==> config.mk <==
export PLATFORM = sky130hd
export DESIGN_NAME = uart_rx_overrun_addr_detect
export DESIGN_NICKNAME = d
export VERILOG_FILES = /design/src/uart_rx_pkg.sv /design/src/baud_tick_gen.sv /design/src/uart_rx_overrun_addr_detect.sv
export SDC_FILE = /design/constraint.sdc
export NUM_CORES = 1
export LEC_CHECK = 0
export ABC_CLOCK_PERIOD_IN_PS = 2700
export BUFFER_PORTS_ARGS = -buffer_cell sky130_fd_sc_hd__buf_4
export CAP_MARGIN = 20
export CORE_ASPECT_RATIO = 1.5
export CORE_MARGIN = 1.5
export CORE_UTILIZATION = 63
export CTS_BUF_LIST = sky130_fd_sc_hd__clkbuf_8
export DETAILED_ROUTE_END_ITERATION = 16
export PLACE_DENSITY_LB_ADDON = 0.05
export SYNTH_ARGS = -nofsm -noshare
export SYNTH_HDL_FRONTEND = slang
export SYNTH_SLANG_ARGS = --single-unit
==> constraint.sdc <==
create_clock -name ref_clk -period 2.7 [get_ports ref_clk]
set_input_delay 0 -clock ref_clk [delete_from_list [all_inputs] [get_ports ref_clk]]
set_output_delay 0 -clock ref_clk [all_outputs]
set_load 0.02 [all_outputs]
==> src/uart_rx_pkg.sv <==
package uart_rx_pkg;

  // register port
  localparam int ADDR_WIDTH = 4;
  localparam int DATA_WIDTH = 8;

  // register offsets
  localparam logic [3:0] OFF_RCV_STATUS = 4'h0;
  localparam logic [3:0] OFF_RCV_DATA = 4'h1;
  localparam logic [3:0] OFF_DIV_LOW = 4'h2;
  localparam logic [3:0] OFF_DIV_HIGH = 4'h3;
  localparam logic [3:0] OFF_TX_STATUS = 4'h4;
  localparam logic [3:0] OFF_BAUD_CTRL = 4'h5;
  localparam logic [3:0] OFF_INT_CTRL = 4'h6;
  localparam logic [3:0] OFF_IRQ_ENABLE = 4'h7;
  localparam logic [3:0] OFF_IRQ_FLAGS = 4'h8;

  // receive_status_control fields
  localparam int BIT_SERIAL_PORT_ENABLE = 7;
  localparam int BIT_RX9 = 6;
  localparam int BIT_CONTINUOUS_RECEIVE_ENABLE = 4;
  localparam int BIT_ADDRESS_DETECT_ENABLE = 3;
  localparam int BIT_FRAMING_ERROR_FLAG = 2;
  localparam int BIT_OVERRUN_FLAG = 1;
  localparam int BIT_NINTH = 0;
  // transmit_status_control fields
  localparam int BIT_SYNC = 4;
  localparam int BIT_HIGH_SPEED_BAUD_SELECT = 2;
  localparam int BIT_TRMT = 1;
  // baud_control fields
  localparam int BIT_IDLE = 6;
  localparam int BIT_WIDE_DIVISOR_SELECT = 3;
  // interrupt_control fields
  localparam int BIT_GIE = 7;
  localparam int BIT_PERIPHERAL_INTERRUPT_ENABLE = 6;
  // peripheral irq enable and flag fields
  localparam int BIT_RECEIVE_INTERRUPT_ENABLE = 5;
  localparam int BIT_RECEIVE_FLAG = 5;

  // reset values
  localparam logic [7:0] RST_RCV_STATUS = 8'h00;
  localparam logic [7:0] RST_DIV = 8'h00;
  localparam logic [7:0] RST_TX_STATUS = 8'h02;
  localparam logic [7:0] RST_BAUD_CTRL = 8'h00;
  localparam logic [7:0] RST_INT_CTRL = 8'h00;
  localparam logic [7:0] RST_IRQ_ENABLE = 8'h00;

  // timing counts
  localparam int OVERSAMPLE = 16;
  localparam logic [3:0] SAMPLE_FIRST = 4'h7;
  localparam logic [3:0] SAMPLE_MID = 4'h8;
  localparam logic [3:0] SAMPLE_LAST = 4'h9;
  localparam logic [1:0] LOW_SPEED_LAST = 2'h3;
  localparam logic [3:0] LAST_BIT_NINE = 4'h8;
  localparam logic [3:0] LAST_BIT_EIGHT = 4'h7;
  localparam int FIFO_DEPTH = 2;
  localparam int CHAR_WIDTH = 9;
  localparam int DIV_WIDTH = 16;

  typedef enum logic [1:0] {
    ST_IDLE,
    ST_START,
    ST_DATA,
    ST_STOP
  } rx_state_type;

endpackage

==> src/baud_tick_gen.sv <==
`timescale 1ns/1ps
// one-cycle pulse at sixteen times the bit rate
module baud_tick_gen #(
  parameter int DIV_WIDTH = uart_rx_pkg::DIV_WIDTH
) (
  // clock and reset
  input wire logic ref_clk,
  input wire logic sys_rst,
  // control
  input wire logic run,
  input wire logic [DIV_WIDTH-1:0] divisor,
  input wire logic high_speed,
  // oversample enable
  output logic tick
);

  logic [DIV_WIDTH-1:0] cnt_reg;
  logic [1:0] pre_reg;

  // low speed stretches each divisor period four times
  always_ff @(posedge ref_clk) begin
    if (sys_rst || !run) begin
      cnt_reg <= '0;
      pre_reg <= 2'h0;
      tick <= 1'b0;
    end else begin
      tick <= 1'b0;
      if (cnt_reg == '0) begin
        cnt_reg <= divisor;
        pre_reg <= pre_reg + 2'h1;
        if (high_speed || pre_reg == uart_rx_pkg::LOW_SPEED_LAST) begin
          tick <= 1'b1;
          pre_reg <= 2'h0;
        end
      end else begin
        cnt_reg <= cnt_reg - DIV_WIDTH'(1);
      end
    end
  end

endmodule // baud_tick_gen

==> src/uart_rx_overrun_addr_detect.sv <==
`timescale 1ns/1ps
// How it works
// - two-entry FIFO, read in arrival order
// - third full character sets overrun flag
// - overrun keeps entries readable, blocks new ones
// - only receive or port disable clears overrun
// - nine-bit select shifts nine data bits
// - ninth bit of head character shown
// - address mode keeps only ninth-bit-set characters
// - receive flag on store; interrupt if enabled
// - address mode characters show ninth bit one
// - interrupt needs receive, peripheral, global enables
// - line oversampled sixteen times per bit
// - zero stop bit marks framing error
// - receive flag while enabled and data buffered
module uart_rx_overrun_addr_detect #(
  parameter int FIFO_DEPTH = uart_rx_pkg::FIFO_DEPTH,
  parameter int CHAR_WIDTH = uart_rx_pkg::CHAR_WIDTH
) (
  // clock and reset
  input wire logic ref_clk,
  input wire logic sys_rst,
  // register port
  input wire logic [uart_rx_pkg::ADDR_WIDTH-1:0] addr,
  input wire logic [uart_rx_pkg::DATA_WIDTH-1:0] wr_data,
  input wire logic wr_en,
  input wire logic rd_en,
  output logic [uart_rx_pkg::DATA_WIDTH-1:0] rd_data,
  // serial line
  input wire logic rx_pin,
  // processor interrupt request
  output logic irq
);

  localparam int PTR_W = (FIFO_DEPTH > 1) ? $clog2(FIFO_DEPTH) : 1;
  localparam int CNT_W = $clog2(FIFO_DEPTH + 1);
  localparam logic [CNT_W-1:0] FULL_COUNT = CNT_W'(FIFO_DEPTH);

  function automatic logic majority3(input logic a, input logic b, input logic c);
    return (a & b) | (a & c) | (b & c);
  endfunction

  function automatic logic [PTR_W-1:0] ptr_step(input logic [PTR_W-1:0] p);
    if (p == PTR_W'(FIFO_DEPTH - 1)) begin
      return '0;
    end
    return p + PTR_W'(1);
  endfunction

  // control bits
  logic serial_port_enable_reg, nine_bit_receive_select_reg, continuous_receive_enable_reg;
  logic address_detect_enable_reg, synchronous_select_reg, high_speed_baud_select_reg;
  logic wide_divisor_select_reg, global_interrupt_enable_reg, peripheral_interrupt_enable_reg;
  logic receive_interrupt_enable_reg;
  logic [7:0] baud_divisor_low_reg, baud_divisor_high_reg;

  // line synchroniser
  logic rx_meta_reg, rx_s2_reg, rx_s3_reg, rx_line_reg;

  // recovery state
  uart_rx_pkg::rx_state_type state_reg;
  logic [3:0] phase_reg, bit_idx_reg;
  logic samp_a_reg, samp_b_reg;
  logic [CHAR_WIDTH-1:0] receive_shift_register_reg;
  logic char_done_reg, char_framing_error_flag_reg;
  logic [CHAR_WIDTH-1:0] char_word_reg;

  // buffer
  logic [CHAR_WIDTH-1:0] fifo_data_reg [FIFO_DEPTH];
  logic fifo_framing_error_flag_reg [FIFO_DEPTH];
  logic [PTR_W-1:0] wr_ptr_reg, rd_ptr_reg;
  logic [CNT_W-1:0] fill_reg;
  logic overrun_flag_reg;

  logic rx_on, tick, bit_now, accept, pop, room, push, head_valid;
  logic framing_error_flag, receive_ninth_bit, receive_flag;
  logic [3:0] last_idx;
  logic [uart_rx_pkg::DIV_WIDTH-1:0] divisor;
  logic [uart_rx_pkg::DATA_WIDTH-1:0] read_value;

  assign rx_on = serial_port_enable_reg && continuous_receive_enable_reg
                 && !synchronous_select_reg;
  assign divisor = wide_divisor_select_reg ?
                   {baud_divisor_high_reg, baud_divisor_low_reg} :
                   {8'h00, baud_divisor_low_reg};

  baud_tick_gen #(.DIV_WIDTH(uart_rx_pkg::DIV_WIDTH)) i_baud_tick_gen (
    .ref_clk(ref_clk),
    .sys_rst(sys_rst),
    .run(serial_port_enable_reg),
    .divisor(divisor),
    .high_speed(high_speed_baud_select_reg),
    .tick(tick)
  );

  // register writes
  always_ff @(posedge ref_clk) begin
    if (sys_rst) begin
      serial_port_enable_reg <= uart_rx_pkg::RST_RCV_STATUS[uart_rx_pkg::BIT_SERIAL_PORT_ENABLE];
      nine_bit_receive_select_reg <= uart_rx_pkg::RST_RCV_STATUS[uart_rx_pkg::BIT_RX9];
      continuous_receive_enable_reg <= uart_rx_pkg::RST_RCV_STATUS[uart_rx_pkg::BIT_CONTINUOUS_RECEIVE_ENABLE];
      address_detect_enable_reg <= uart_rx_pkg::RST_RCV_STATUS[uart_rx_pkg::BIT_ADDRESS_DETECT_ENABLE];
      synchronous_select_reg <= uart_rx_pkg::RST_TX_STATUS[uart_rx_pkg::BIT_SYNC];
      high_speed_baud_select_reg <= uart_rx_pkg::RST_TX_STATUS[uart_rx_pkg::BIT_HIGH_SPEED_BAUD_SELECT];
      wide_divisor_select_reg <= uart_rx_pkg::RST_BAUD_CTRL[uart_rx_pkg::BIT_WIDE_DIVISOR_SELECT];
      global_interrupt_enable_reg <= uart_rx_pkg::RST_INT_CTRL[uart_rx_pkg::BIT_GIE];
      peripheral_interrupt_enable_reg <= uart_rx_pkg::RST_INT_CTRL[uart_rx_pkg::BIT_PERIPHERAL_INTERRUPT_ENABLE];
      receive_interrupt_enable_reg <= uart_rx_pkg::RST_IRQ_ENABLE[uart_rx_pkg::BIT_RECEIVE_INTERRUPT_ENABLE];
      baud_divisor_low_reg <= uart_rx_pkg::RST_DIV;
      baud_divisor_high_reg <= uart_rx_pkg::RST_DIV;
    end else if (wr_en) begin
      case (addr)
        uart_rx_pkg::OFF_RCV_STATUS: begin
          serial_port_enable_reg <= wr_data[uart_rx_pkg::BIT_SERIAL_PORT_ENABLE];
          nine_bit_receive_select_reg <= wr_data[uart_rx_pkg::BIT_RX9];
          continuous_receive_enable_reg <= wr_data[uart_rx_pkg::BIT_CONTINUOUS_RECEIVE_ENABLE];
          address_detect_enable_reg <= wr_data[uart_rx_pkg::BIT_ADDRESS_DETECT_ENABLE];
        end
        uart_rx_pkg::OFF_DIV_LOW: begin
          baud_divisor_low_reg <= wr_data;
        end
        uart_rx_pkg::OFF_DIV_HIGH: begin
          baud_divisor_high_reg <= wr_data;
        end
        uart_rx_pkg::OFF_TX_STATUS: begin
          synchronous_select_reg <= wr_data[uart_rx_pkg::BIT_SYNC];
          high_speed_baud_select_reg <= wr_data[uart_rx_pkg::BIT_HIGH_SPEED_BAUD_SELECT];
        end
        uart_rx_pkg::OFF_BAUD_CTRL: begin
          wide_divisor_select_reg <= wr_data[uart_rx_pkg::BIT_WIDE_DIVISOR_SELECT];
        end
        uart_rx_pkg::OFF_INT_CTRL: begin
          global_interrupt_enable_reg <= wr_data[uart_rx_pkg::BIT_GIE];
          peripheral_interrupt_enable_reg <= wr_data[uart_rx_pkg::BIT_PERIPHERAL_INTERRUPT_ENABLE];
        end
        uart_rx_pkg::OFF_IRQ_ENABLE: begin
          receive_interrupt_enable_reg <= wr_data[uart_rx_pkg::BIT_RECEIVE_INTERRUPT_ENABLE];
        end
        default: begin
        end
      endcase
    end
  end

  // pin synchroniser; a change counts once stages two and three agree
  always_ff @(posedge ref_clk) begin
    if (sys_rst) begin
      rx_meta_reg <= 1'b1;
      rx_s2_reg <= 1'b1;
      rx_s3_reg <= 1'b1;
      rx_line_reg <= 1'b1;
    end else begin
      rx_meta_reg <= rx_pin;
      rx_s2_reg <= rx_meta_reg;
      rx_s3_reg <= rx_s2_reg;
      if (rx_s2_reg == rx_s3_reg) begin
        rx_line_reg <= rx_s3_reg;
      end
    end
  end

  // three samples around mid-bit, voted
  assign bit_now = majority3(samp_a_reg, samp_b_reg, rx_line_reg);
  assign last_idx = nine_bit_receive_select_reg ? uart_rx_pkg::LAST_BIT_NINE :
                    uart_rx_pkg::LAST_BIT_EIGHT;

  // recovery runs on the oversample enable; phase wraps every sixteen ticks
  always_ff @(posedge ref_clk) begin
    if (sys_rst || !rx_on) begin
      state_reg <= uart_rx_pkg::ST_IDLE;
      phase_reg <= 4'h0;
      bit_idx_reg <= 4'h0;
      samp_a_reg <= 1'b1;
      samp_b_reg <= 1'b1;
      receive_shift_register_reg <= '0;
    end else if (tick) begin
      phase_reg <= phase_reg + 4'h1;
      if (phase_reg == uart_rx_pkg::SAMPLE_FIRST) begin
        samp_a_reg <= rx_line_reg;
      end
      if (phase_reg == uart_rx_pkg::SAMPLE_MID) begin
        samp_b_reg <= rx_line_reg;
      end
      unique case (state_reg)
        uart_rx_pkg::ST_IDLE: begin
          phase_reg <= {3'h0, !rx_line_reg};
          if (!rx_line_reg) begin
            state_reg <= uart_rx_pkg::ST_START;
          end
        end
        uart_rx_pkg::ST_START: begin
          if (phase_reg == uart_rx_pkg::SAMPLE_LAST) begin
            // a glitch that is high by mid-bit is dropped silently
            if (bit_now) begin
              state_reg <= uart_rx_pkg::ST_IDLE;
            end else begin
              state_reg <= uart_rx_pkg::ST_DATA;
              bit_idx_reg <= 4'h0;
              receive_shift_register_reg <= '0;
            end
          end
        end
        uart_rx_pkg::ST_DATA: begin
          if (phase_reg == uart_rx_pkg::SAMPLE_LAST) begin
            receive_shift_register_reg[bit_idx_reg] <= bit_now;
            if (bit_idx_reg == last_idx) begin
              state_reg <= uart_rx_pkg::ST_STOP;
            end else begin
              bit_idx_reg <= bit_idx_reg + 4'h1;
            end
          end
        end
        uart_rx_pkg::ST_STOP: begin
          if (phase_reg == uart_rx_pkg::SAMPLE_LAST) begin
            state_reg <= uart_rx_pkg::ST_IDLE;
          end
        end
      endcase
    end
  end

  // character complete at the stop bit sample
  always_ff @(posedge ref_clk) begin
    if (sys_rst) begin
      char_done_reg <= 1'b0;
      char_word_reg <= '0;
      char_framing_error_flag_reg <= 1'b0;
    end else begin
      char_done_reg <= rx_on && tick && state_reg == uart_rx_pkg::ST_STOP
                       && phase_reg == uart_rx_pkg::SAMPLE_LAST;
      if (rx_on && tick && state_reg == uart_rx_pkg::ST_STOP
          && phase_reg == uart_rx_pkg::SAMPLE_LAST) begin
        char_word_reg <= receive_shift_register_reg;
        char_framing_error_flag_reg <= !bit_now;
      end
    end
  end

  // without nine-bit select the ninth bit is zero, so address mode keeps nothing
  assign accept = !address_detect_enable_reg
                  || (nine_bit_receive_select_reg && char_word_reg[CHAR_WIDTH-1]);
  assign head_valid = fill_reg != '0;
  assign pop = rd_en && addr == uart_rx_pkg::OFF_RCV_DATA && head_valid;
  // a read in the same cycle frees the slot in time
  assign room = fill_reg != FULL_COUNT || pop;
  assign push = char_done_reg && rx_on && accept && !overrun_flag_reg && room;

  // storage is left as is on overrun; empty entries are never shown
  always_ff @(posedge ref_clk) begin
    if (push) begin
      fifo_data_reg[wr_ptr_reg] <= char_word_reg;
      fifo_framing_error_flag_reg[wr_ptr_reg] <= char_framing_error_flag_reg;
    end
  end

  // port disable resets the unit and empties the buffer
  always_ff @(posedge ref_clk) begin
    if (sys_rst || !serial_port_enable_reg) begin
      wr_ptr_reg <= '0;
      rd_ptr_reg <= '0;
      fill_reg <= '0;
    end else begin
      if (push) begin
        wr_ptr_reg <= ptr_step(wr_ptr_reg);
      end
      if (pop) begin
        rd_ptr_reg <= ptr_step(rd_ptr_reg);
      end
      if (push && !pop) begin
        fill_reg <= fill_reg + CNT_W'(1);
      end else if (pop && !push) begin
        fill_reg <= fill_reg - CNT_W'(1);
      end
    end
  end

  // cleared at the very write that drops receive or port enable; buffer kept only when receive enable drops
  always_ff @(posedge ref_clk) begin
    if (sys_rst || !serial_port_enable_reg || !continuous_receive_enable_reg
        || (wr_en && addr == uart_rx_pkg::OFF_RCV_STATUS
            && !(wr_data[uart_rx_pkg::BIT_SERIAL_PORT_ENABLE] && wr_data[uart_rx_pkg::BIT_CONTINUOUS_RECEIVE_ENABLE]))) begin
      overrun_flag_reg <= 1'b0;
    end else if (char_done_reg && rx_on && accept && !room) begin
      overrun_flag_reg <= 1'b1;
    end
  end

  assign framing_error_flag = head_valid && fifo_framing_error_flag_reg[rd_ptr_reg];
  assign receive_ninth_bit = head_valid && fifo_data_reg[rd_ptr_reg][CHAR_WIDTH-1];
  assign receive_flag = rx_on && head_valid;

  // read decode; unmapped offsets read zero
  always_comb begin
    read_value = '0;
    case (addr)
      uart_rx_pkg::OFF_RCV_STATUS: begin
        read_value[uart_rx_pkg::BIT_SERIAL_PORT_ENABLE] = serial_port_enable_reg;
        read_value[uart_rx_pkg::BIT_RX9] = nine_bit_receive_select_reg;
        read_value[uart_rx_pkg::BIT_CONTINUOUS_RECEIVE_ENABLE] = continuous_receive_enable_reg;
        read_value[uart_rx_pkg::BIT_ADDRESS_DETECT_ENABLE] = address_detect_enable_reg;
        read_value[uart_rx_pkg::BIT_FRAMING_ERROR_FLAG] = framing_error_flag;
        read_value[uart_rx_pkg::BIT_OVERRUN_FLAG] = overrun_flag_reg;
        read_value[uart_rx_pkg::BIT_NINTH] = receive_ninth_bit;
      end
      uart_rx_pkg::OFF_RCV_DATA: begin
        if (head_valid) begin
          read_value = fifo_data_reg[rd_ptr_reg][7:0];
        end
      end
      uart_rx_pkg::OFF_DIV_LOW: begin
        read_value = baud_divisor_low_reg;
      end
      uart_rx_pkg::OFF_DIV_HIGH: begin
        read_value = baud_divisor_high_reg;
      end
      uart_rx_pkg::OFF_TX_STATUS: begin
        read_value[uart_rx_pkg::BIT_SYNC] = synchronous_select_reg;
        read_value[uart_rx_pkg::BIT_HIGH_SPEED_BAUD_SELECT] = high_speed_baud_select_reg;
        // no transmitter here, so its shift register always reads empty
        read_value[uart_rx_pkg::BIT_TRMT] = uart_rx_pkg::RST_TX_STATUS[uart_rx_pkg::BIT_TRMT];
      end
      uart_rx_pkg::OFF_BAUD_CTRL: begin
        read_value[uart_rx_pkg::BIT_IDLE] = state_reg == uart_rx_pkg::ST_IDLE;
        read_value[uart_rx_pkg::BIT_WIDE_DIVISOR_SELECT] = wide_divisor_select_reg;
      end
      uart_rx_pkg::OFF_INT_CTRL: begin
        read_value[uart_rx_pkg::BIT_GIE] = global_interrupt_enable_reg;
        read_value[uart_rx_pkg::BIT_PERIPHERAL_INTERRUPT_ENABLE] = peripheral_interrupt_enable_reg;
      end
      uart_rx_pkg::OFF_IRQ_ENABLE: begin
        read_value[uart_rx_pkg::BIT_RECEIVE_INTERRUPT_ENABLE] = receive_interrupt_enable_reg;
      end
      uart_rx_pkg::OFF_IRQ_FLAGS: begin
        read_value[uart_rx_pkg::BIT_RECEIVE_FLAG] = receive_flag;
      end
      default: begin
      end
    endcase
  end

  // read data stands for exactly the cycle after the strobe
  always_ff @(posedge ref_clk) begin
    if (sys_rst) begin
      rd_data <= '0;
    end else begin
      rd_data <= rd_en ? read_value : '0;
    end
  end

  always_ff @(posedge ref_clk) begin
    if (sys_rst) begin
      irq <= 1'b0;
    end else begin
      irq <= receive_flag && receive_interrupt_enable_reg
             && peripheral_interrupt_enable_reg && global_interrupt_enable_reg;
    end
  end

endmodule // uart_rx_overrun_addr_detect

# Word level (Yosys, flattened, before mapping)
# Memories as Yosys holds them, arrays and structs flattened. A register that Yosys moved wholly into a read port is not among the register bits.
# Index checks and enable logic that the tools add are counted.
# totals
in_bits	17
ff_bits	95
elab_cells	193
memories	2
mem_bits_rw	20
# op_classes
eq_ne	25
mux	51
add_sub_neg	8
n_lt_le_gt_ge	2
n_reduce_logical	64
bitwise	7
# memory_table
name	words	word_bits	read_ports	rd_clocked_by_memory_dff	write_ports	line_no	source
fifo_data_reg	2	9	1	1	1	uart_rx_overrun_addr_detect.sv:69	logic [CHAR_WIDTH-1:0] fifo_data_reg [FIFO_DEPTH];
fifo_framing_error_flag_reg	2	1	1	1	1	uart_rx_overrun_addr_detect.sv:70	logic fifo_framing_error_flag_reg [FIFO_DEPTH];
# ops
cell	n
$mux W16	2
$mux W9	3
$logic_and A1 B1 Y1	25
$mux W4	6
$eq A4 B3 Y1 const B	5
$pmux W1 S5	4
$mux W1	18
$mux W2	9
$pmux W9 S2	1
$reduce_and A2 Y1	9
$logic_not A16 Y1	1
$sub A16 B1 Y16 const B	1
$ne A2 B2 Y1 const B	7
$eq A4 B4 Y1 const B	3
$logic_not A1 Y1	12
$reduce_and A6 Y1	2
$pmux W2 S5	1
$bwmux W9	1
$add A4 B1 Y4 const B	2
$eq A4 B2 Y1 const B	2
$mux W8	1
$pmux W2 S4	1
$pmux W4 S2	1
$logic_or A1 B1 Y1	7
other kinds (22)	33

# Longest topological paths before layout
# Gate-level depths: netlist (run 1).
# depth
word_depth	10
mapped_depth	8
depth_no_buf	7

# Cells and area by module
# Synthesis (run 1) repeated with hierarchy kept, for this count alone.
# hier_totals
hier_cells	564
hier_area_um2	5499.0
# modules_own_cells
mod	n_inst	cells_each	area_each_um2	seq_area_each_um2
uart_rx_overrun_addr_detect	1	442	4434.3	2142.1
baud_tick_gen	1	122	1064.8	380.4

# Worst setup path after synthesis (run 1)
# OpenSTA, ideal clock, no wires.
# synth_path
path_kind	reg-to-reg
from	register i_baud_tick_gen.cnt_reg[5]
to	register i_baud_tick_gen.pre_reg[1]
arrival_ns	2.012
setup_time_ns	0.067
path_buffers	2
stages_incl_launch_ff	7
slack_ns	0.620
period_less_slack_ns	2.080
cell_sequence	dfxtp_1 or4_1 buf_2 or4_4 buf_6 or2_1 a21oi_2
# synth_between
elab_chain_len	1
# synth_lines
element	line_no	source
start, declared	baud_tick_gen.sv:17	logic [DIV_WIDTH-1:0] cnt_reg;
start signal, assigned	baud_tick_gen.sv:29	cnt_reg <= divisor;
start signal, assigned	baud_tick_gen.sv:36	cnt_reg <= cnt_reg - DIV_WIDTH'(1);
$logic_not A16 Y1	baud_tick_gen.sv:28	if (cnt_reg == '0) begin
end signal, assigned	baud_tick_gen.sv:30	pre_reg <= pre_reg + 2'h1;
end, declared	baud_tick_gen.sv:18	logic [1:0] pre_reg;
# Every way passes these cells.
# A chain may end at the register's enable or synchronous reset.

# Final worst setup path (run 1)
# layout_path
from	input addr[1] (netlist name)
to	register fill_reg[1]
# layout_between
elab_chain_len	8
elab_cells_between_ends	11
cone_classes	eq/ne: 1; mux: 1; reduce/logical: 9
# layout_lines
element	line_no	source
start, declared	uart_rx_overrun_addr_detect.sv:24	input wire logic [uart_rx_pkg::ADDR_WIDTH-1:0] addr,
$eq A4 B1 Y1 (*)	uart_rx_overrun_addr_detect.sv:243	assign pop = rd_en && addr == uart_rx_pkg::OFF_RCV_DATA && head_valid;
$logic_and A1 B1 Y1 (*) (2 in a row)	uart_rx_overrun_addr_detect.sv:243	
$logic_or A1 B1 Y1	uart_rx_overrun_addr_detect.sv:245	assign room = fill_reg != FULL_COUNT || pop;
$logic_and A1 B1 Y1	uart_rx_overrun_addr_detect.sv:246	assign push = char_done_reg && rx_on && accept && !overrun_flag_reg && room;
$logic_not A1 Y1	uart_rx_overrun_addr_detect.sv:271	end else if (pop && !push) begin
$logic_and A1 B1 Y1	uart_rx_overrun_addr_detect.sv:271	
$reduce_bool A2 Y1 (no source line)	--	
end signal, assigned	uart_rx_overrun_addr_detect.sv:270	fill_reg <= fill_reg + CNT_W'(1);
end signal, assigned	uart_rx_overrun_addr_detect.sv:272	fill_reg <= fill_reg - CNT_W'(1);
end, declared	uart_rx_overrun_addr_detect.sv:72	logic [CNT_W-1:0] fill_reg;
# Mark *: on every way between the ends. The rest lies on a longest branch, timed or not.

==> results of run 1 <==
-- worst max-delay path, delay by kind of cell --
kind	cells	cell delay, ns
buffers and inverters	2	0.72
AND/OR/NAND/NOR	3	1.36
AO/OA/AOI/OAI	2	0.39
adder cells (fa/ha/maj)	1	0.33
-- cells in the mapped netlist (all sizes together), types with 9 or more instances --
cell	instances
a21oi	46
nor2	75
inv	13
mux2	11
o21ai	16
nor4	9
ha	11
dfxtp	96
nor2b	11
nand3	16
edfxtp	20
mux2i	45
nor3	16
nand2	15
clkbuf	27
a211oi	13
-- placed cells by master (no fill, tap or decap), drive strengths merged, types with 4 or more instances in the layout --
cell	synthesis	layout
nand4	5	5
xnor2	8	8
or2	7	7
nor4	9	9
a221oi	4	4
mux2i	45	45
or3	5	5
dfxtp	96	96
nand3	16	16
inv	13	25
nor2b	11	11
o21ai	16	16
nand2b	8	8
and3	7	7
clkbuf	27	17
nand2	15	15
a31oi	4	4
a211oi	13	13
ha	11	11
nor4bb	4	4
nor3	16	16
dlygate4sd3	0	17
mux2	11	11
a21oi	46	46
edfxtp	20	20
buf	5	29
nor2	75	75
or4	6	6
-- what timing repair did --
item | in CTS | in global routing
hold buffers | 17 | 0
endpoints found under the setup margin | 0 | 0
hold endpoints to repair | 44 | 0
-- power by group --
group / switching, mW / internal (mW)
Clock: 0.826 / 0.674
Combinational: 0.0607 / 0.0515
Sequential: 0.00669 / 1.76
-- how the worst min path moves through the flow --
stage | startpoint | end | slack (ns) | depth (start not counted)
2_1_floorplan | rx_pin | rx_meta_reg | 0.10 | 1
3_3_place_gp | rx_pin | rx_meta_reg | 0.19 | 2
3_5_place_dp | rx_pin | rx_meta_reg | 0.19 | 2
4_1_cts | addr[0] | receive_interrupt_enable_reg | 0.05 | 4
5_1_grt | addr[0] | receive_interrupt_enable_reg | 0.08 | 4
6_report | addr[0] | receive_interrupt_enable_reg | 0.06 | 4
-- stage by stage --
step           hold WS (ns)  power (mW)  instance area, sq um  std cells
3_3_place_gp          0.186        1.89                  5530        655
2_1_floorplan         0.104        1.86                  5310        553
5_1_grt              0.0835        3.49                  6060        704
3_5_place_dp          0.195        1.90                  5530        655
6_report             0.0585        3.38                  6060        704
4_1_cts              0.0462        3.39                  6060        704
-- cells by family after synthesis --
kind of cell	after synthesis
compound gates	110
xor+xnor	11
fa+ha+maj	12
buf+inv	45
flops	116
mux	57
simple gates	202
-- layout make-up --
type | count | share of cell area, %
multi-input cells | 392 | 43.0
flip-flops and latches | 116 | 41.6
repair buffers | 46 | 6.40
clock buffers | 17 | 3.86
clock inverters | 15 | 2.19
well taps | 105 | 2.17
inverters | 13 | 0.805
-- routing by layer --
layer / GRT usage (%) / up-vias
li1: - / 2096
met1: 32.3 / 2070
met2: 52.6 / 165
met3: 7.62 / 33
met4: 14.3 / 0
met5: 0 / -
==> key figures, run 1 <==
Synthesis
  • Compound-Gate Fraction of Synth Area: between 10% and 20%
  • Syn Inst Count: 553
  • Post-Synthesis Cell Area: about 5300 sq um
  • Top cell type's share of synthesized area: a little over a third
  • Syn avg cell area: 9.60 sq um
  • Main combinational cell family by area after synthesis: simple AND/OR/NAND/NOR gates
  • Synth Area in Adders: under 10%
  • Post-synthesis cell type count: 67
  • Post-Synth Simple-Gate Area: around 20%
  • Synth Register Bits: around 120
  • Synth Flop Type: dfxtp_1
  • Yosys warns: 0
  • Synth area leader: dfxtp_1
  • Mux share of post-synthesis cell area: around 11%
  • Post-synth EDFFs: 20
  • Mapped Nets: 581
  • Synth area leaders: dfxtp_1 36%, edfxtp_1 11%, mux2i_1 8.5%
  • Post-synthesis sequential area ratio: between 40 and 50%
  • Asr flop ratio synth: 0%
  • Synth Area in XOR/XNOR: about 1.8%

Setup path
  • Critical path peak fanout: 15
  • Critical path startpoint: addr[1]
  • Flop2flop setup slack: between 0.4 and 0.5 ns
  • R2R depth: 6
  • Delay of the slowest critical-path stage: roughly 0.63 ns
  • Crit start category: input port
  • CP arrival: 2.81 ns
  • Worst r2r src: i_baud_tick_gen.cnt_reg[0]
  • R2r endpoint: i_baud_tick_gen.pre_reg[1]
  • WS Path Type: in2reg
  • Worst setup endpoint: fill_reg[1]
  • Crit path cell chain: dlygate4sd3_1, buf_4, nor4b_1, a211oi_1, nor3_1, ha_1, or3_1, a21oi_1
  • CP Capture Type: register
  • Worst path slowest cell: nor4b_1
  • Worst EP required: slightly above 3 ns

GRT
  • First-pass GRT wire length: roughly 20 mm
  • Grt ovf: 0
  • Initial antenna violation count: 0
  • Vias in the first global route: roughly 4,300
  • GRT Overall Usage: between 20% and 30%
  • Pin count of the biggest net entering global routing: 45

STA
  • Tightest Pin Transition: 0.806 ns
  • Slew HR: ~46%
  • Slew Viols, Final: 0
  • Min cycle time layout: between 2 and 2.5 ns
  • Clock skew: between 0.01 and 0.015 ns
  • Final hold vios: 0
  • Setup TNS: 0 ns
  • Worst Slack Setup Final: between 0.2 and 0.3 ns
  • Final setup violation count: 0
  • Final period util: between 90% and 100%
  • RSZ-0062 raised after global routing: false
  • Peak Freq: approximately 0.41 GHz

Route
  • Routed WL: ~12 mm
  • Via count: about 4,400
  • Wire length per cell: about 18 um
  • TritonRoute pass-1 iters: 5
  • Met3 WL: 585 um
  • Drt drc: 0
  • DRT iter0 DRCs: 315
  • Uppermost layer routed: met4
  • Met1 wire length: 4.94 mm
  • Via/cell ratio: 6.20
  • Met2 WL: 6.42 mm
  • Routed Antenna Nets: 0

Placement
  • Post-place setup slack: between 0.4 and 0.5 ns
  • PortBufs: 25
  • Final Wtd Congestion: roughly 0.9
  • HPWL after detailed placement: ~8.6 mm

Final layout
  • Fin nets: roughly 610
  • Layout cells sized above 1: about 14%
  • Max reg flops: 18
  • Ant diodes: 0
  • Final core occ: approximately 75%
  • Area of the multi-input gates: 2610 sq um
  • Layout area overhead: 14.2%
  • Filler Cells Inserted: 606
  • FF/Latch Area: 2520 sq um

Floorplan
  • Die Y-Extent: 115 um
  • CORE AREA: about 8000 sq um
  • Num ports: 26
  • Width of the die: just under 80 um
  • Die ar.: ~9000 sq um
  • Rows: 40
  • Initial Util: around 65%

CTS
  • Clock Tree Root: clkbuf_8
  • Skew-Pair Late Insertion Delay: about 0.45 ns
  • Clk sink count: about 120
  • Max clock buf depth: 2
  • Post-CTS resize count: 0
  • Num CTS Buffers: 17
  • CTS tree: yes
  • Clock transition at path regs: 0.08 ns
  • Setup repair bufs after CTS: 0
  • H-tree depth reported by CTS: 4

Run
  • Max_cap viols: 0

Pwr
  • Leakage power: roughly 2.4 nW
  • Pwr dens: 557 nW/um^2
  • VDD IR max: 0.479 mV

Worst hold path
  • Hold/Removal Path Class: in2reg

Run status
  • Status: completed
Note: power is estimated with default switching activity, not from simulation.
==> run 2, diff against run 1 <==
CORE_ASPECT_RATIO = 0.5   (was 1.5)
SYNTH_HIERARCHICAL = 1   (was not set)
==> run 2 against run 1 <==
Against the previous run: fmax up 8.1%; final area increased by 3.7%; sequential share of layout area fell by 1.5 points; non-clock buffer count is 1 lower; die area increased by 3.8%; largest cell class unchanged; highest routed layer unchanged.
==> key figures, run 2 <==
Floorplan
  • Die Y-Extent: 69.1 um (-40%)
  • Rows: 23 (-43%)
  • Die ar.: 9330 sq um (+3.8%)
  • Initial Util: 66.8% (+1.4 points)
  • Width of the die: 135 um (+73%)
  • Num ports: 26 (unchanged)
  • CORE AREA: 8230 sq um (+1.5%)

Route
  • Via count: 4,392 (+0.64%)
  • Wire length per cell: 17.4 um (-0.55%)
  • Drt drc: 0 (unchanged)
  • Via/cell ratio: 6.07 (-2.0%)
  • Routed WL: 12.6 mm (+2.1%)
  • TritonRoute pass-1 iters: 5 (unchanged)
  • Routed Antenna Nets: 0 (unchanged)
  • DRT iter0 DRCs: 293 (-7.0%)

CTS
  • Clock Tree Root: clkbuf_8
  • H-tree depth reported by CTS: 4 (unchanged)
  • Skew-Pair Late Insertion Delay: 0.44 ns (about the same)
  • Num CTS Buffers: 17 (unchanged)
  • Setup repair bufs after CTS: 0 (unchanged)
  • Clk sink count: 116 (unchanged)
  • CTS tree: yes
  • Clock transition at path regs: 0.07 ns (about the same)
  • Max clock buf depth: 2 (unchanged)

Synthesis
  • Post-synth EDFFs: 20 (unchanged)
  • Synth Flop Type: dfxtp_1
  • Asr flop ratio synth: 0% (unchanged)
  • Synth area leader: dfxtp_1
  • Yosys warns: 6 (+6)
  • Most frequent cells after synthesis: 96 x dfxtp_1, 68 x nor2_1, 50 x mux2i_1
  • Syn avg cell area: 9.75 sq um (+1.6%)
  • Mapped Nets: 592 (+1.9%)
  • Synth area leaders: dfxtp_1 35%, edfxtp_1 11%, mux2i_1 9.1%
  • Post-synthesis cell type count: 68 (+1.5%)
  • Syn Inst Count: 564 (+2.0%)
  • Post-synthesis sequential area ratio: 45.9% (-1.7 points)
  • Synth Register Bits: 116 (unchanged)
  • Post-Synthesis Cell Area: 5500 sq um (+3.6%)
  • Most numerous cell in the Yosys netlist: dfxtp_1
  • Top cell type's share of synthesized area: 34.9% (-1.3 points)

Setup path
  • WS Path Type: in2reg
  • Critical path startpoint: addr[2]
  • Critical path peak fanout: 17 (+2)
  • Delay of the slowest critical-path stage: 0.57 ns (-0.06 ns)
  • Worst Path Buf+Inv: 4 (+2)
  • Worst EP required: 3.03 ns (-0.05 ns)
  • CP arrival: 2.58 ns (-0.23 ns)
  • CP top delay family: buffers and inverters
  • CP Capture Type: register
  • Worst path slowest cell: dlygate4sd3_1
  • Crit path cell chain: dlygate4sd3_1, buf_4, nor2_1, buf_4, nand4_1, mux2i_1, nor2_1, dlygate4sd3_1
  • Crit start category: input port

STA
  • Min cycle time layout: 2.26 ns (-0.183 ns)
  • Slew Viols, Final: 0 (unchanged)
  • Slew HR: 56.2% (+11 points)
  • Final period util: 83.5% (-6.8 points)
  • Worst Slack Setup Final: 0.445 ns (+0.183 ns)
  • Final hold vios: 0 (unchanged)
  • Clock skew: 0.00910 ns (-0.00151 ns)
  • Tightest Pin Transition: 0.647 ns (-0.159 ns)
  • Final setup violation count: 0 (unchanged)
  • Peak Freq: 0.443 GHz (+8.1%)
  • RSZ-0062 raised after global routing: false
  • Setup TNS: 0 ns (unchanged)

Run
  • Max_cap viols: 0 (unchanged)

Final layout
  • Max reg flops: 18 (unchanged)
  • Layout area overhead: 14.3% (about the same)
  • Ant diodes: 0 (unchanged)
  • Fin nets: 626 (+2.0%)
  • Leading cell types in the layout, fill and taps excluded: 96 x dfxtp_1, 68 x nor2_1, 50 x mux2i_1
  • Commonest non-fill, non-tap cell in the layout: dfxtp_1
  • Final core occ: 76.4% (+1.6 points)
  • Filler Cells Inserted: 582 (-4.0%)
  • Layout cells sized above 1: 12.4% (-1.6 points)

Worst hold path
  • Hold/Removal Path Class: in2reg
  • Hold path startpoint: addr[1]

Placement
  • Final Wtd Congestion: 0.843 (-6.3%)
  • PortBufs: 25 (unchanged)
  • Post-place setup slack: 0.755 ns (+0.317 ns)
  • HPWL after detailed placement: 8.35 mm (-2.7%)

GRT
  • Initial antenna violation count: 0 (unchanged)
  • Vias in the first global route: 4,123 (-4.5%)
  • GRT Overall Usage: 28.8% (-0.63 points)
  • Pin count of the biggest net entering global routing: 47 (+4.4%)
  • Grt ovf: 0 (unchanged)
  • First-pass GRT wire length: 20.7 mm (+1.8%)

Pwr
  • Leakage power: 2.73 nW (+16%)
  • VDD IR max: 0.344 mV (-28%)
  • Pwr dens: 571 nW/um^2 (+2.5%)
  • Tot Pwr: 3.59 mW (+6.3%)

Run status
  • Status: completed
run 2: changes by cell type after synthesis, moves of 7 or more:
cell,delta
a21oi_1,-16
nand2_1,+15
clkbuf_1,-11
a211oi_1,-10
and2_1,+10
a221o_1,+9
mux2_2,-9
xor2_1,+9
and3_1,+8
buf_2,+7
nor2_1,-7
run 2: report_power, final:
| part | total [mW] | switching (mW) | leakage, nW | internal, mW |
|---|---|---|---|---|
| logic | 0.114 | 0.0647 | 1.54 | 0.0496 |
| clock network | 1.71 | 0.699 | 0.227 | 1.01 |
| registers | 1.77 | 0.00675 | 0.959 | 1.76 |
run 2: cell type report:
cell class	instances	area, sq um	share of cell area [%]
Clock buffer	18	248	3.94
Clock inverter	14	171	2.73
Inverter	11	41.3	0.657
Multi-Input combinational cell	407	2790	44.3
Sequential cell	116	2520	40.1
Tap cell	112	140	2.23
Timing Repair Buffer	45	378	6.01
run 2: logic make-up (layout without fill, tap and decap cells):
logic type | after synthesis | count (layout) | synth area share (%)
compound gates | 101 | 101 | 12.7
xor+xnor | 15 | 15 | 2.39
fa+ha+maj | 12 | 12 | 2.68
buf+inv | 41 | 88 | 3.48
flops | 116 | 116 | 45.9
mux | 54 | 54 | 9.92
simple gates | 225 | 225 | 23.0
run 2: worst paths after layout:
kind,end,cells past startpoint,slack (ns)
worst max-delay path,baud_divisor_high_reg[1],8,0.44
worst min-delay path,receive_interrupt_enable_reg,5,0.06
worst max register to register,rd_data[3],4,0.68
worst min register to register,rx_s2_reg,1,0.44
run 2: timing repair:
action	CTS	global route
endpoints found under the setup margin	0	0
hold buffers	16	0
endpoints found under the hold margin	37	0
gates resized for setup	0	0
run 2: per-stage QoR:
stage | instances | area, sq um | hold WS, ns
finish | 723 | 6290 | 0.0605
global route | 723 | 6290 | 0.0709
CTS | 723 | 6290 | 0.0376
detailed placement | 675 | 5710 | 0.191
global placement | 675 | 5710 | 0.195
floorplan | 564 | 5500 | 0.104
run 2: worst reg2reg max path, cell delays in order (launching register included):
cell and delay [ns]:
dfxtp_1 0.69, mux2i_1 0.33, o22ai_1 0.11, o21a_1 0.20, dlygate4sd3_1 0.56
run 2: layer usage:
metal | up-vias | GRT usage, % | wire [um]
li1 | 2118 | - | -
met1 | 2082 | 37.4 | 5710
met2 | 148 | 44.5 | 5710
met3 | 44 | 7.65 | 790
met4 | 0 | 14.6 | 397
met5 | - | 0 | 0
==> run 3, diff against run 2 <==
ABC_CLOCK_PERIOD_IN_PS = 2000   (was 2700)
CORE_UTILIZATION = 57   (was 63)
clock period = 2 ns   (was 2.7 ns; I/O delays follow)
==> run 3 against run 2 <==
Against the previous run: sequential cell count unchanged; via count decreased by 1.8%; worst hold slack got worse by 0.030 ns; sequential power increased by 34%; clock power increased by 36%; global-route usage decreased by 3.8 points; utilization decreased by 7.6 points; sequential share of layout area decreased by 1.2 points; die area increased by 10%; non-clock buffer count increased by 19; count of clock-buffer cells in the layout decreased by 1; clock skew increased by 0.0043 ns; largest cell class unchanged.
==> key figures, run 3 (same netlist as run 2, synthesis figures left out) <==
Run status
  • Status: completed

CTS
  • Max clock buf depth: 2 (unchanged)
  • H-tree depth reported by CTS: 4 (unchanged)
  • Clock Tree Root: clkbuf_8
  • Skew-Pair Late Insertion Delay: 0.43 ns (about the same)
  • Setup repair bufs after CTS: 0 (unchanged)
  • Clk sink count: 116 (unchanged)
  • Num CTS Buffers: 17 (unchanged)
  • Clock transition at path regs: 0.07 ns (about the same)
  • CTS tree: yes

GRT
  • First-pass GRT wire length: 19.8 mm (-4.4%)
  • Grt ovf: 0 (unchanged)
  • GRT Overall Usage: 25.0% (-3.8 points)
  • Initial antenna violation count: 0 (unchanged)
  • Vias in the first global route: 3,984 (-3.4%)
  • Pin count of the biggest net entering global routing: 30 (-36%)

Final layout
  • Fin nets: 645 (+3.0%)
  • Ant diodes: 0 (unchanged)
  • Area of the multi-input gates: 2800 sq um (+0.49%)
  • Filler Cells Inserted: 717 (+23%)
  • Max reg flops: 18 (unchanged)
  • Layout area overhead: 17.8%
  • Leading cell types in the layout, fill and taps excluded: 95 x dfxtp_1, 68 x nor2_1, 50 x mux2i_1
  • Layout cells sized above 1: 16.7% (+4.2 points)
  • FF/Latch Area: 2520 sq um (about the same)
  • Final core occ: 68.8% (-7.6 points)
  • Final Instance Count excl. Fillers: 765 (+5.8%)
  • Commonest non-fill, non-tap cell in the layout: dfxtp_1

Setup path
  • R2R depth: 6 (+2)
  • Crit start category: input port
  • Crit path cell chain: dlygate4sd3_1, buf_6, nor2_1, a311oi_2, and4bb_2, ha_1, or3_1, a21oi_1
  • Worst r2r src: fill_reg[1]
  • Worst EP required: 2.36 ns (-0.67 ns)
  • Worst path slowest cell: dlygate4sd3_1
  • Flop2flop setup slack: 0.11 ns (-0.57 ns)
  • Critical path peak fanout: 17 (unchanged)
  • WS Path Type: in2reg
  • Delay of the slowest critical-path stage: 0.56 ns (about the same)
  • CP arrival: 2.28 ns (-0.30 ns)
  • R2r endpoint: fill_reg[1]
  • CP Capture Type: register

Pwr
  • Leakage power: 2.80 nW (+2.8%)
  • Pwr dens: 752 nW/um^2 (+32%)
  • VDD IR max: 0.417 mV (+21%)

STA
  • Slew Viols, Final: 0 (unchanged)
  • Slew HR: 56.5% (+0.25 points)
  • Tightest Pin Transition: 0.651 ns (+0.00404 ns)
  • Final hold vios: 0 (unchanged)
  • Final setup violation count: 0 (unchanged)
  • RSZ-0062 raised after global routing: false
  • Min cycle time layout: about 1.9 ns
  • Final period util: about 96%
  • Hold_ws: 0.0308 ns (-0.0298 ns)
  • Peak Freq: approximately 0.52 GHz
  • Clock skew: 0.0134 ns (+0.00427 ns)
  • Setup TNS: 0 ns (unchanged)

Worst hold path
  • Hold path startpoint: rd_en
  • Worst hold path depth: 4 (-1)
  • Hold path endpoint: overrun_flag_reg
  • Hold/Removal Path Class: in2reg

Route
  • Uppermost layer routed: met4
  • DRT iter0 DRCs: 195 (-33%)
  • TritonRoute pass-1 iters: 5 (unchanged)
  • Met3 WL: 595 um (-25%)
  • Met1 wire length: 5.87 mm (+2.8%)
  • Via count: 4,312 (-1.8%)
  • Wire length per cell: 15.9 um (-8.8%)
  • Met2 WL: 5.46 mm (-4.5%)
  • Routed Antenna Nets: 0 (unchanged)
  • Drt drc: 0 (unchanged)
  • Via/cell ratio: 5.64 (-7.2%)
  • Routed WL: 12.2 mm (-3.5%)

Floorplan
  • CORE AREA: 9420 sq um (+14%)
  • Die Y-Extent: 72.5 um (+4.9%)
  • Num ports: 26 (unchanged)
  • Initial Util: 58.4% (-8.4 points)
  • Die ar.: 10,300 sq um (+10%)
  • Rows: 25 (+8.7%)
  • Width of the die: 142 um (+5.0%)

Run
  • Max_cap viols: 0 (unchanged)

Placement
  • Post-placement cell count: 719 (+6.5%)
  • PortBufs: 25 (unchanged)
  • HPWL after detailed placement: 8.57 mm (+2.6%)
  • Final Wtd Congestion: 0.861 (+2.2%)
-- run 3: final cells by class --
class                   instances  area share [%]
clock inverters                15            2.99
inverters                      11           0.637
well taps                     135            2.61
clock buffers                  17            3.61
repair buffers                 64            8.01
flip-flops and latches        116            38.9
multi-input cells             407            43.2
-- run 3: routing by layer --
| layer | vias to the layer above | track usage (%) |
|---|---|---|
| li1 | 2156 | - |
| met1 | 2044 | 33.4 |
| met2 | 91 | 40.0 |
| met3 | 21 | 6.14 |
| met4 | 0 | 9.16 |
| met5 | - | 0 |
-- run 3: where the power goes --
group | total, mW | internal [mW] | switching (mW)
clock | 2.33 | 1.27 | 1.06
combinational | 0.162 | 0.0724 | 0.0895
sequential | 2.38 | 2.37 | 0.00774
-- run 3: worst max-delay path, delay by kind of cell --
kind	cells	cell delay [ns]
buf+inv	2	0.73
simple gates	3	0.77
compound gates	2	0.45
fa+ha+maj	1	0.32
-- run 3: worst max-delay path by stage --
stage | start | endpoint | slack (ns) | depth (start not counted)
after global placement | fill_reg[1] | fill_reg[1] | 0.12 | 6
after floorplan | fill_reg[1] | fill_reg[1] | 0.21 | 6
final | addr[2] | fill_reg[1] | 0.09 | 8
after global routing | i_baud_tick_gen/cnt_reg[1] | i_baud_tick_gen/pre_reg[0] | 0.01 | 6
after CTS | fill_reg[1] | fill_reg[1] | 0.03 | 6
after detailed placement | fill_reg[1] | fill_reg[1] | 0.06 | 6
-- run 3: through the flow --
| step | setup slack [ns] | power (mW) | instance area, sq um |
|---|---|---|---|
| after floorplan | 0.213 | 2.51 | 5500 |
| after global placement | 0.122 | 2.57 | 5890 |
| final | 0.0853 | 4.87 | 6480 |
| after global routing | 0.00956 | 5.03 | 6480 |
| after CTS | 0.0309 | 4.91 | 6460 |
| after detailed placement | 0.0614 | 2.57 | 5890 |
-- run 3: what timing repair did --
item	4_1_cts	5_1_grt
hold buffers	14	0
setup endpoints to repair	0	2
resized for setup	0	5
hold endpoints to repair	45	0
